**config.mk**
```make
export PLATFORM = sky130hd
export DESIGN_NAME = dds_core_top
export DESIGN_NICKNAME = d
export VERILOG_FILES = /design/src/core/dds_pkg.sv /design/src/core/dds_cos_lut.sv /design/src/core/dds_core_top.sv
export SDC_FILE = /design/constraint.sdc
export NUM_CORES = 1
export LEC_CHECK = 0
export BUFFER_PORTS_ARGS = -buffer_cell sky130_fd_sc_hd__buf_2
export CORE_MARGIN = 3
export CORE_UTILIZATION = 58
export DETAILED_ROUTE_END_ITERATION = 7
export MAX_ROUTING_LAYER = met4
export PLACE_DENSITY = 0.84
export SLEW_MARGIN = 20
export SYNTH_ARGS = -nofsm -noshare
export SYNTH_HDL_FRONTEND = slang
export SYNTH_HIERARCHICAL = 1
export SYNTH_SLANG_ARGS = --single-unit
```
**constraint.sdc**
```tcl
create_clock -name clk -period 10.9 [get_ports clk]
set_input_delay 1.09 -clock clk [delete_from_list [all_inputs] [get_ports clk]]
set_output_delay 1.09 -clock clk [all_outputs]
set_load 0.1 [all_outputs]
```
**src/core/dds_pkg.sv**
```systemverilog
package dds_pkg;
   // serial register addresses
   localparam logic [4:0] ADDR_CTRL_ONE = 5'h00;
   localparam logic [4:0] ADDR_CTRL_TWO = 5'h01;
   localparam logic [4:0] ADDR_AMP_SCALE = 5'h02;
   localparam logic [4:0] ADDR_RAMP_RATE = 5'h03;
   localparam logic [4:0] ADDR_FREQ_STEP = 5'h04;
   localparam logic [4:0] ADDR_PHASE_SHIFT = 5'h05;

   // register lengths in bits
   localparam logic [5:0] BITS_CTRL_ONE = 6'h20;
   localparam logic [5:0] BITS_CTRL_TWO = 6'h18;
   localparam logic [5:0] BITS_AMP_SCALE = 6'h10;
   localparam logic [5:0] BITS_RAMP_RATE = 6'h08;
   localparam logic [5:0] BITS_FREQ_STEP = 6'h20;
   localparam logic [5:0] BITS_PHASE_SHIFT = 6'h10;
   localparam logic [5:0] BITS_UNMAPPED = 6'h08;
   localparam logic [5:0] BITS_WORD = 6'h20;

   // instruction byte layout
   localparam int INSTR_READ_BIT = 7;
   localparam logic [3:0] INSTR_LAST_BIT = 4'h7;

   // control word one fields
   localparam int C1_CLEAR_AUTO_BIT = 13;
   localparam int C1_CLEAR_NOW_BIT = 8;
   localparam int C1_COMP_DOWN_BIT = 6;
   localparam int C1_CLOCK_STOP_BIT = 4;
   // control word two fields
   localparam int C2_XTAL_OUT_BIT = 9;
   localparam int C2_MULT_HI = 7;
   localparam int C2_MULT_LO = 3;

   // reset values
   localparam logic [31:0] CTRL_ONE_ACTIVE_RST = 32'h0000_0100;
   localparam logic [31:0] CTRL_ONE_BUF_RST = 32'h0000_0000;
   localparam logic [23:0] CTRL_TWO_RST = 24'h00_0000;
   localparam logic [31:0] FREQ_STEP_RST = 32'h0000_0000;
   localparam logic [15:0] PHASE_SHIFT_RST = 16'h0000;

   // pll multiplier range
   localparam logic [4:0] MULT_MIN = 5'h04;
   localparam logic [4:0] MULT_MAX = 5'h14;
   localparam logic [4:0] MULT_BYPASS = 5'h01;

   // phase datapath
   localparam int ACC_BITS = 32;
   localparam int PHASE_BITS = 14;
   localparam int DAC_BITS = 14;
   localparam logic [13:0] QUARTER_TURN = 14'h1000;
   localparam logic [13:0] DAC_MID = 14'h2000;
   localparam logic [12:0] AMP_MAX = 13'h1FFF;

   // timing
   localparam int CLK_HZ = 50_000_000;
   localparam int PLL_LOCK_US = 1000;
   localparam int PLL_LOCK_CYCLES_DEF = (CLK_HZ / 1_000_000) * PLL_LOCK_US;

   typedef enum logic [1:0] {
      SP_INSTR = 2'b00,
      SP_WRITE = 2'b01,
      SP_READ = 2'b11,
      SP_DONE = 2'b10
   } dds_port_state_t;

   typedef enum logic [2:0] {
      CM_OSC_PLL = 3'h0,
      CM_OSC_DIRECT = 3'h1,
      CM_EXT_PLL = 3'h3,
      CM_EXT_DIRECT = 3'h2,
      CM_STOP_OSC = 3'h6,
      CM_STOP_EXT = 3'h7
   } dds_clock_mode_t;

   function automatic logic [5:0] ddsRegBits(input logic [4:0] a);
      case (a)
         ADDR_CTRL_ONE: ddsRegBits = BITS_CTRL_ONE;
         ADDR_CTRL_TWO: ddsRegBits = BITS_CTRL_TWO;
         ADDR_AMP_SCALE: ddsRegBits = BITS_AMP_SCALE;
         ADDR_RAMP_RATE: ddsRegBits = BITS_RAMP_RATE;
         ADDR_FREQ_STEP: ddsRegBits = BITS_FREQ_STEP;
         ADDR_PHASE_SHIFT: ddsRegBits = BITS_PHASE_SHIFT;
         default: ddsRegBits = BITS_UNMAPPED;
      endcase
   endfunction : ddsRegBits
endpackage : dds_pkg

```
**src/core/dds_cos_lut.sv**
```systemverilog
module dds_cos_lut import dds_pkg::*; (
   input wire logic clk,
   input wire logic sys_rst,
   input wire logic [PHASE_BITS-1:0] phase,
   output logic [DAC_BITS-1:0] amplitude
);
   // parabolic cosine: cheap, no table rom, a few percent shape error
   logic [13:0] sinPhase;
   logic halfNeg;
   logic [12:0] halfPos;
   logic [13:0] halfRest;
   logic [26:0] prod;
   logic [12:0] mag;
   logic [DAC_BITS-1:0] amp_d;
   logic [DAC_BITS-1:0] amp_q;

   assign sinPhase = phase + QUARTER_TURN;
   assign halfNeg = sinPhase[13];
   assign halfPos = sinPhase[12:0];
   assign halfRest = 14'h2000 - {1'b0, halfPos};
   assign prod = {14'h0000, halfPos} * {13'h0000, halfRest};
   // peak product is exactly 2^24, which needs clipping to 13 bits
   assign mag = prod[24] ? AMP_MAX : prod[23:11];
   assign amp_d = halfNeg ? (DAC_MID - {1'b0, mag}) : (DAC_MID + {1'b0, mag});

   always_ff @(posedge clk or posedge sys_rst) begin
      if (sys_rst) begin
         amp_q <= DAC_MID;
      end else begin
         amp_q <= amp_d;
      end
   end

   assign amplitude = amp_q;
endmodule : dds_cos_lut

```
**src/core/dds_core_top.sv**
```systemverilog
// Summary of operation
// - phase accumulator is 32 bits, output frequency is step times rate over 2^32
// - steps above 2^31 alias to rate minus nominal via natural wraparound
// - 14-bit phase shift word adds 360*word/2^14 degrees to phase
// - zero step freezes phase; zero shift keeps running; neither forces zero
// - control word one bits 13 and 8 force accumulator output to zero
// - after reset active clear bit reads one, buffered copy zero, until commit
// - pll multiplier is bits 7..3 of control word two
// - multiplier 4 through 20 multiplies reference clock by that integer
// - multiplier outside 4..20 bypasses and shuts down the pll
// - oscillator select high runs crystal oscillator; low disables it and buffer
// - control word one bit 4 stops system clock, oscillator keeps running
// - control word two bit 9 enables buffered oscillator output pin
// - six clock modes from select pin, stop bit, multiplier; stop gives no clock
// - control word one bit 6 powers down the comparator
// - phase converts through cosine into a 14-bit dac code
// - serial port reads and writes control words, frequency step and phase shift, msb or lsb first; other addresses read zero
// - serial port runs two-wire shared data pin or three-wire split pins
// - abort pin high ends any transfer at once; restart after it falls
module dds_core_top import dds_pkg::*; #(
   parameter int unsigned PLL_LOCK_CYCLES = PLL_LOCK_CYCLES_DEF
) (
   input wire logic clk,
   input wire logic sys_rst,
   input wire logic serialClock,
   input wire logic portSelectN,
   input wire logic portAbortPin,
   input wire logic sdioIn,
   output logic sdioOut,
   output logic sdioOe,
   output logic serialDataOutPin,
   input wire logic commitUpdate,
   input wire logic lsbFirstSel,
   input wire logic threeWireSel,
   input wire logic oscillatorSelectPin,
   output logic [DAC_BITS-1:0] dacCode,
   output logic oscillatorEnable,
   output logic crystalOutEnable,
   output logic clockInputEnable,
   output logic pllEnable,
   output logic [4:0] pllMultiplier,
   output logic pllLocked,
   output logic systemClockRun,
   output dds_clock_mode_t clockMode,
   output logic comparatorPowerDown
);
   // serial port state
   dds_port_state_t state_q;
   logic sclkPrev_q;
   logic [5:0] bitCnt_q;
   logic [31:0] inShift_q;
   logic [31:0] outShift_q;
   logic [4:0] addr_q;

   // buffered and active register copies
   logic [31:0] ctrlOneBuf_q;
   logic [31:0] ctrlOneAct_q;
   logic [23:0] ctrlTwoBuf_q;
   logic [23:0] ctrlTwoAct_q;
   logic [31:0] freqStepBuf_q;
   logic [31:0] freqStepAct_q;
   logic [15:0] phaseShiftBuf_q;
   logic [15:0] phaseShiftAct_q;

   // datapath and pll lock timer
   logic [ACC_BITS-1:0] acc_q;
   logic [4:0] multPrev_q;
   logic [31:0] lockCnt_q;

   // serial decode
   logic sclkRise;
   logic sclkFall;
   logic portIdle;
   logic [31:0] shiftedIn;
   logic [7:0] instrByte;
   logic [4:0] selAddr;
   logic [5:0] selBits;
   logic [5:0] shiftPad;
   logic [31:0] bitMask;
   logic [31:0] writeValue;
   logic [31:0] readValue;
   logic [31:0] readAligned;
   logic outBit;
   logic instrDone;
   logic dataDone;
   logic regWrite;

   assign sclkRise = serialClock & ~sclkPrev_q;
   assign sclkFall = ~serialClock & sclkPrev_q;
   // select pin is optional: tie low and the abort pin alone frames transfers
   assign portIdle = portAbortPin | portSelectN;
   // the same shifter takes instruction and data in either bit order
   assign shiftedIn = lsbFirstSel ? {sdioIn, inShift_q[31:1]} : {inShift_q[30:0], sdioIn};
   assign instrByte = lsbFirstSel ? shiftedIn[31:24] : shiftedIn[7:0];
   assign instrDone = (state_q == SP_INSTR) && (bitCnt_q[3:0] == INSTR_LAST_BIT);
   assign selAddr = (state_q == SP_INSTR) ? instrByte[4:0] : addr_q;
   assign selBits = ddsRegBits(selAddr);
   assign shiftPad = BITS_WORD - selBits;
   assign bitMask = (selBits == BITS_WORD) ? 32'hFFFF_FFFF
                  : ((32'h0000_0001 << selBits) - 32'h0000_0001);
   assign writeValue = lsbFirstSel ? (shiftedIn >> shiftPad) : (shiftedIn & bitMask);
   assign dataDone = (bitCnt_q == (selBits - 6'h01));
   assign regWrite = ~portIdle & sclkRise & (state_q == SP_WRITE) & dataDone;

   // reads show the live copy, so the power-up clear bit reads back as set
   always_comb begin
      case (selAddr)
         ADDR_CTRL_ONE: readValue = ctrlOneAct_q;
         ADDR_CTRL_TWO: readValue = {8'h00, ctrlTwoAct_q};
         ADDR_FREQ_STEP: readValue = freqStepAct_q;
         ADDR_PHASE_SHIFT: readValue = {16'h0000, phaseShiftAct_q};
         default: readValue = 32'h0000_0000;
      endcase
   end

   assign readAligned = lsbFirstSel ? readValue : (readValue << shiftPad);
   assign outBit = lsbFirstSel ? outShift_q[0] : outShift_q[31];

   always_ff @(posedge clk or posedge sys_rst) begin
      if (sys_rst) begin
         sclkPrev_q <= 1'b0;
      end else begin
         sclkPrev_q <= serialClock;
      end
   end

   always_ff @(posedge clk or posedge sys_rst) begin
      if (sys_rst) begin
         state_q <= SP_INSTR;
         bitCnt_q <= 6'h00;
         inShift_q <= 32'h0000_0000;
         addr_q <= 5'h00;
      end else if (portIdle) begin
         state_q <= SP_INSTR;
         bitCnt_q <= 6'h00;
      end else if (sclkRise) begin
         inShift_q <= shiftedIn;
         bitCnt_q <= bitCnt_q + 6'h01;
         case (state_q)
            SP_INSTR: begin
               if (instrDone) begin
                  addr_q <= instrByte[4:0];
                  bitCnt_q <= 6'h00;
                  state_q <= instrByte[INSTR_READ_BIT] ? SP_READ : SP_WRITE;
               end
            end
            SP_WRITE: begin
               if (dataDone) begin
                  state_q <= SP_DONE;
               end
            end
            SP_READ: begin
               if (dataDone) begin
                  state_q <= SP_DONE;
               end
            end
            SP_DONE: begin
               bitCnt_q <= bitCnt_q;
            end
            default: begin
               state_q <= SP_INSTR;
            end
         endcase
      end
   end

   // first read bit is presented at load; later bits move on falling edges
   always_ff @(posedge clk or posedge sys_rst) begin
      if (sys_rst) begin
         outShift_q <= 32'h0000_0000;
      end else if (~portIdle & sclkRise & instrDone) begin
         outShift_q <= readAligned;
      end else if (sclkFall & (state_q == SP_READ) & (bitCnt_q != 6'h00)) begin
         outShift_q <= lsbFirstSel ? (outShift_q >> 1) : (outShift_q << 1);
      end
   end

   // two-wire mode turns the shared pin around only during read data
   assign sdioOe = ~portIdle & (state_q == SP_READ) & ~threeWireSel;
   assign sdioOut = outBit;
   assign serialDataOutPin = threeWireSel & (state_q == SP_READ) & outBit;

   // buffer registers, loaded at the last bit of a write
   always_ff @(posedge clk or posedge sys_rst) begin
      if (sys_rst) begin
         ctrlOneBuf_q <= CTRL_ONE_BUF_RST;
         ctrlTwoBuf_q <= CTRL_TWO_RST;
         freqStepBuf_q <= FREQ_STEP_RST;
         phaseShiftBuf_q <= PHASE_SHIFT_RST;
      end else if (regWrite) begin
         case (addr_q)
            ADDR_CTRL_ONE: ctrlOneBuf_q <= writeValue;
            ADDR_CTRL_TWO: ctrlTwoBuf_q <= writeValue[23:0];
            ADDR_FREQ_STEP: freqStepBuf_q <= writeValue;
            ADDR_PHASE_SHIFT: phaseShiftBuf_q <= writeValue[15:0];
            default: ctrlOneBuf_q <= ctrlOneBuf_q;
         endcase
      end
   end

   // active copies change only on commit
   always_ff @(posedge clk or posedge sys_rst) begin
      if (sys_rst) begin
         ctrlOneAct_q <= CTRL_ONE_ACTIVE_RST;
         ctrlTwoAct_q <= CTRL_TWO_RST;
         freqStepAct_q <= FREQ_STEP_RST;
         phaseShiftAct_q <= PHASE_SHIFT_RST;
      end else if (commitUpdate) begin
         ctrlOneAct_q <= ctrlOneBuf_q;
         ctrlTwoAct_q <= ctrlTwoBuf_q;
         freqStepAct_q <= freqStepBuf_q;
         phaseShiftAct_q <= phaseShiftBuf_q;
      end
   end

   // clock generation controls
   logic [4:0] multField;
   logic multInRange;
   logic stopBit;

   assign multField = ctrlTwoAct_q[C2_MULT_HI:C2_MULT_LO];
   assign multInRange = (multField >= MULT_MIN) && (multField <= MULT_MAX);
   assign stopBit = ctrlOneAct_q[C1_CLOCK_STOP_BIT];
   assign pllEnable = multInRange;
   assign pllMultiplier = multInRange ? multField : MULT_BYPASS;
   assign oscillatorEnable = oscillatorSelectPin;
   assign crystalOutEnable = oscillatorSelectPin & ctrlTwoAct_q[C2_XTAL_OUT_BIT];
   assign clockInputEnable = ~stopBit;
   assign systemClockRun = ~stopBit;
   assign comparatorPowerDown = ctrlOneAct_q[C1_COMP_DOWN_BIT];

   // multiplier path is decided without regard to the stop bit
   always_comb begin
      case ({stopBit, oscillatorSelectPin, multInRange})
         3'b011: clockMode = CM_OSC_PLL;
         3'b010: clockMode = CM_OSC_DIRECT;
         3'b001: clockMode = CM_EXT_PLL;
         3'b000: clockMode = CM_EXT_DIRECT;
         3'b110: clockMode = CM_STOP_OSC;
         3'b111: clockMode = CM_STOP_OSC;
         default: clockMode = CM_STOP_EXT;
      endcase
   end

   // lock timer so the host can see the settling window it must wait out
   always_ff @(posedge clk or posedge sys_rst) begin
      if (sys_rst) begin
         multPrev_q <= CTRL_TWO_RST[C2_MULT_HI:C2_MULT_LO];
         lockCnt_q <= 32'h0000_0000;
      end else begin
         multPrev_q <= multField;
         if (multField != multPrev_q) begin
            lockCnt_q <= PLL_LOCK_CYCLES;
         end else if (lockCnt_q != 32'h0000_0000) begin
            lockCnt_q <= lockCnt_q - 32'h0000_0001;
         end
      end
   end

   assign pllLocked = ~multInRange | (lockCnt_q == 32'h0000_0000);

   // phase datapath
   logic clearAcc;
   logic [ACC_BITS-1:0] accOut;
   logic [PHASE_BITS-1:0] phaseAddr;

   assign clearAcc = ctrlOneAct_q[C1_CLEAR_AUTO_BIT] | ctrlOneAct_q[C1_CLEAR_NOW_BIT];
   assign accOut = clearAcc ? {ACC_BITS{1'b0}} : acc_q;

   // stopped system clock is modelled as a frozen accumulator
   always_ff @(posedge clk or posedge sys_rst) begin
      if (sys_rst) begin
         acc_q <= 32'h0000_0000;
      end else if (clearAcc) begin
         acc_q <= 32'h0000_0000;
      end else if (~stopBit) begin
         acc_q <= acc_q + freqStepAct_q;
      end
   end

   // shift word adds after the accumulator, so zero shift just passes phase
   assign phaseAddr = accOut[ACC_BITS-1:ACC_BITS-PHASE_BITS]
                    + phaseShiftAct_q[PHASE_BITS-1:0];

   dds_cos_lut cosLut (
      .clk(clk),
      .sys_rst(sys_rst),
      .phase(phaseAddr),
      .amplitude(dacCode)
   );
endmodule : dds_core_top

```
==> summary.md <==
| Metric | Value |
|---|---|
| Status | completed |
| Mapped Cells | between 2000 and 3000 |
| Synth Area per Inst | roughly 9.5 sq um |
| Crit path DAT | roughly 11 ns |
| Post-synthesis cell area | between 0.02 and 0.03 sq mm |
| Total track usage | ~30% |
| Max_cap viols | 0 |
| VDD IR max | around 0.16 mV |
| Total leakage power | roughly 13 nW |
| Routed wire length per instance | 19.9 um |
| TritonCTS clock tree | done |
| Setup Crit Path Kind | reg -> reg |
| WL final | around 66 mm |
| Reg2Reg Launch Point | ctrlOneAct_q[13] |
| Synthesized flop and latch total | 369 |
| Worst stage delay on the critical path | 0.52 ns |
| Highest clock rate | around 100 MHz |
| Critical path fanouts, max | 25 |
| Met3 wire len | 4.80 mm |
| Final instance area | approximately 0.028 sq mm |
| Setup violators final | 0 |
| First-pass GRT wire length | roughly 110 mm |
| Synth Flop Type | dfrtp_1 |
| DR iter-0 viols | ~1800 |
| Via density | approximately 6.1 |
| WHS | between 0.4 and 0.5 ns |
| P&R area growth vs syn | 8.44% |
| Clock transition at the registers of the reported paths | ~0.06 ns |
| FP Rows | 76 |
| CTS sink count | 369 |
| Largest cells by area after synthesis | dfrtp_1, fa_1, ha_1 |
| Worst Skew | between 0.04 and 0.05 ns |
| Pwr dens | approximately 140 mW/mm^2 |
| Htree depth | 2 |
| Setup crit end kind | flop |
| Endpoints failing hold | 0 |
| Post-synth EDFFs | 0 |
| Vias in the first global route | about 20000 |
| Synth warn | 6 |
| Pre-CTS WS | 0.692 ns |
| Final TNS setup | 0 ns |
| Buffers added on ports | 41 |
| Post-DP HPWL | around 47 mm |
| Cts repair resizes | 0 |
| DRC viols | 0 |
| Die height | approximately 220 um |
| Register area share after synthesis | roughly 36% |
| Synth async-reset ratio | 100% |
| R2R Setup Slk | ~0.77 ns |
| Yosys top cell by area | dfrtp_1 |
| CP startpoint kind | flop |
| Initial antenna violation count | 2 |
| Clock buffer depth | 3 |
| Area post-placement | between 0.02 and 0.03 sq mm |
| Chip width | ~220 um |
| Core area | around 0.043 sq mm |
| Post-CTS setup buffer count | 0 |
| Slowest CP cell | fa_1 |
| Crit share post-route | slightly above 90% |
| Fin crit period | between 10 and 15 ns |
| Finished Layout Cells | between 3000 and 4000 |
| Highest routing layer actually used | met4 |
| ANT nets after route | 0 |
| FF-to-FF path depth | 44 |
| Worst-Skew Late Latency | about 0.59 ns |
| Slew Viols, Final | 0 |
| Slew HR | a little under a fifth |
| Initial Util | 59.0% |
| Setup ws final | between 0.7 and 0.8 ns |
| Nets | about 3000 |
| GR Overflow Total | 0 |
| DP Cell Count | roughly 3200 |
| Drt pass-1 iters | 8 |
| DIE AREA | about 0.047 sq mm |
| Io pins | 42 |
| RSZ-0062 raised after global routing | no |
| Crit path required time | 11.33 ns |
| Largest net degree at the start of global routing | 206 |
| Hold buffers post-CTS | 0 |
| Actual slew at the worst max-slew pin | 1.22 ns |
| Worst min-delay path class | in -> async |
| Most used cell, CP | fa_1 |
| Via count | about 20000 |
| DRT met1 WL | ~27 mm |
| Synth top area share | 36.0% |
| Netlist cell types | 94 |
| Final GP Congestion | around 0.98 |
| Reg2Reg Capture Point | cosLut/amplitude[8] |
| Met2 wire length | 31.5 mm |
| Num CTS Buffers | 41 |
| Share of post-route cells with drive strength above 1 | a little under an eighth |
| Clock root cell | clkbuf_16 |
[power by group]
group / total [mW] / switching (mW) / internal, mW
Clock: 1.41 / 0.598 / 0.809
Combinational: 0.895 / 0.627 / 0.268
Sequential: 1.50 / 0.0757 / 1.42
Total: 3.80 / 1.30 / 2.50
[worst max path at each step]
stage | startpoint | end | depth (start not counted)
floorplan | ctrlOneAct_q[13] | cosLut/amplitude[8] | 43
global placement | ctrlOneAct_q[13] | cosLut/amplitude[8] | 41
detailed placement | ctrlOneAct_q[13] | cosLut/amplitude[8] | 41
CTS | ctrlOneAct_q[13] | cosLut/amplitude[8] | 41
global route | ctrlOneAct_q[13] | cosLut/amplitude[8] | 44
finish | ctrlOneAct_q[13] | cosLut/amplitude[8] | 44
[flip-flops by register name (all words and copies together) (netlist names), 5 cells and up]
signal and flops:
acc_q 32, addr_q 5, bitCnt_q 6, cosLut/amplitude 14, ctrlOneAct_q 32, ctrlOneBuf_q 32, ctrlTwoAct_q 24, ctrlTwoBuf_q 24
freqStepAct_q 32, freqStepBuf_q 32, inShift_q 32, lockCnt_q 32, multPrev_q 5, outShift_q 32, phaseShiftAct_q 16, phaseShiftBuf_q 16
[worst max-delay path: cells and delay by family, from the launching register on]
family                   cells  cell delay (ns)
buffers and inverters        8             0.91
flip-flops                   1             0.41
AO/OA/AOI/OAI               14             2.49
adder cells (fa/ha/maj)     10             3.89
XOR/XNOR                     2             0.22
AND/OR/NAND/NOR              9             1.87
multiplexers                 1             0.21
[cells in the final DEF (no fill, tap or decap), types with 8 or more instances in the layout]
| master | count |
|---|---|
| a21oi_1 | 195 |
| clkbuf_16 | 41 |
| mux4_2 | 13 |
| o22ai_1 | 13 |
| clkinv_2 | 8 |
| and2_1 | 31 |
| nand2_1 | 266 |
| o21ai_0 | 144 |
| o21bai_1 | 9 |
| o21a_1 | 10 |
| or2_2 | 8 |
| xor2_1 | 23 |
| xnor2_1 | 63 |
| o21ai_1 | 40 |
| a221oi_1 | 18 |
| nand3_1 | 49 |
| nor2b_1 | 70 |
| nor2_1 | 219 |
| clkbuf_8 | 12 |
| o211ai_1 | 16 |
| inv_1 | 207 |
| buf_4 | 36 |
| fa_1 | 132 |
| ha_1 | 124 |
| or3_1 | 13 |
| a211oi_1 | 12 |
| conb_1 | 11 |
| a21o_1 | 16 |
| a22oi_1 | 10 |
| nor3_1 | 39 |
| and3_1 | 19 |
| mux2_2 | 103 |
| dfrtp_1 | 366 |
| nand2b_1 | 75 |
| nand4_1 | 11 |
| mux2i_1 | 102 |
| buf_2 | 42 |
| nor4_1 | 9 |
[per-layer routing]
metal  GRT usage [%]  up-vias
li1                -     9165
met1            37.8    10100
met2            47.0      760
met3            4.39      164
met4            10.6        0
met5               -        -
[cell usage after synthesis (13+ instances only)]
cell type,number
a21oi_1,195
xnor2_1,64
o21ai_0,144
o21ai_1,41
mux2i_1,102
mux2_2,103
a221oi_1,18
nor3_1,40
or3_1,13
and2_1,31
nand2_1,266
ha_1,125
xor2_1,23
o22ai_1,13
mux4_2,13
nor2_1,220
fa_1,132
buf_1,17
o211ai_1,16
and3_1,19
dfrtp_1,367
clkbuf_1,108
nand2b_1,75
a21o_1,16
nor2b_1,70
nand3_1,49
inv_1,208
[area by class of cell]
cell class	instances	area, sq um
clock buffer	58	1210
fill	3319	15600
sequential	369	9240
inverter	209	788
tap	585	732
multi-input combinational	1980	15000
clock inverter	18	178
timing repair buffer	84	562
antenna	1	2.50
[per-stage QoR]
step / utilization [%] / power [mW]
3_5_place_dp: 60.6 / 2.38
3_3_place_gp: 60.6 / 2.36
2_1_floorplan: - / 2.14
6_report: 64.0 / 3.80
5_1_grt: 64.0 / 3.95
4_1_cts: 63.8 / 3.79
[cell families after synthesis]
logic type,share of synthesized area [%]
mux,9.69
compound gates,13.0
simple gates,16.1
fa+ha+maj,16.5
buf+inv,5.47
other cells,0.0294
xor+xnor,3.05
flops,36.2
Power figures use the tool's default switching activity.
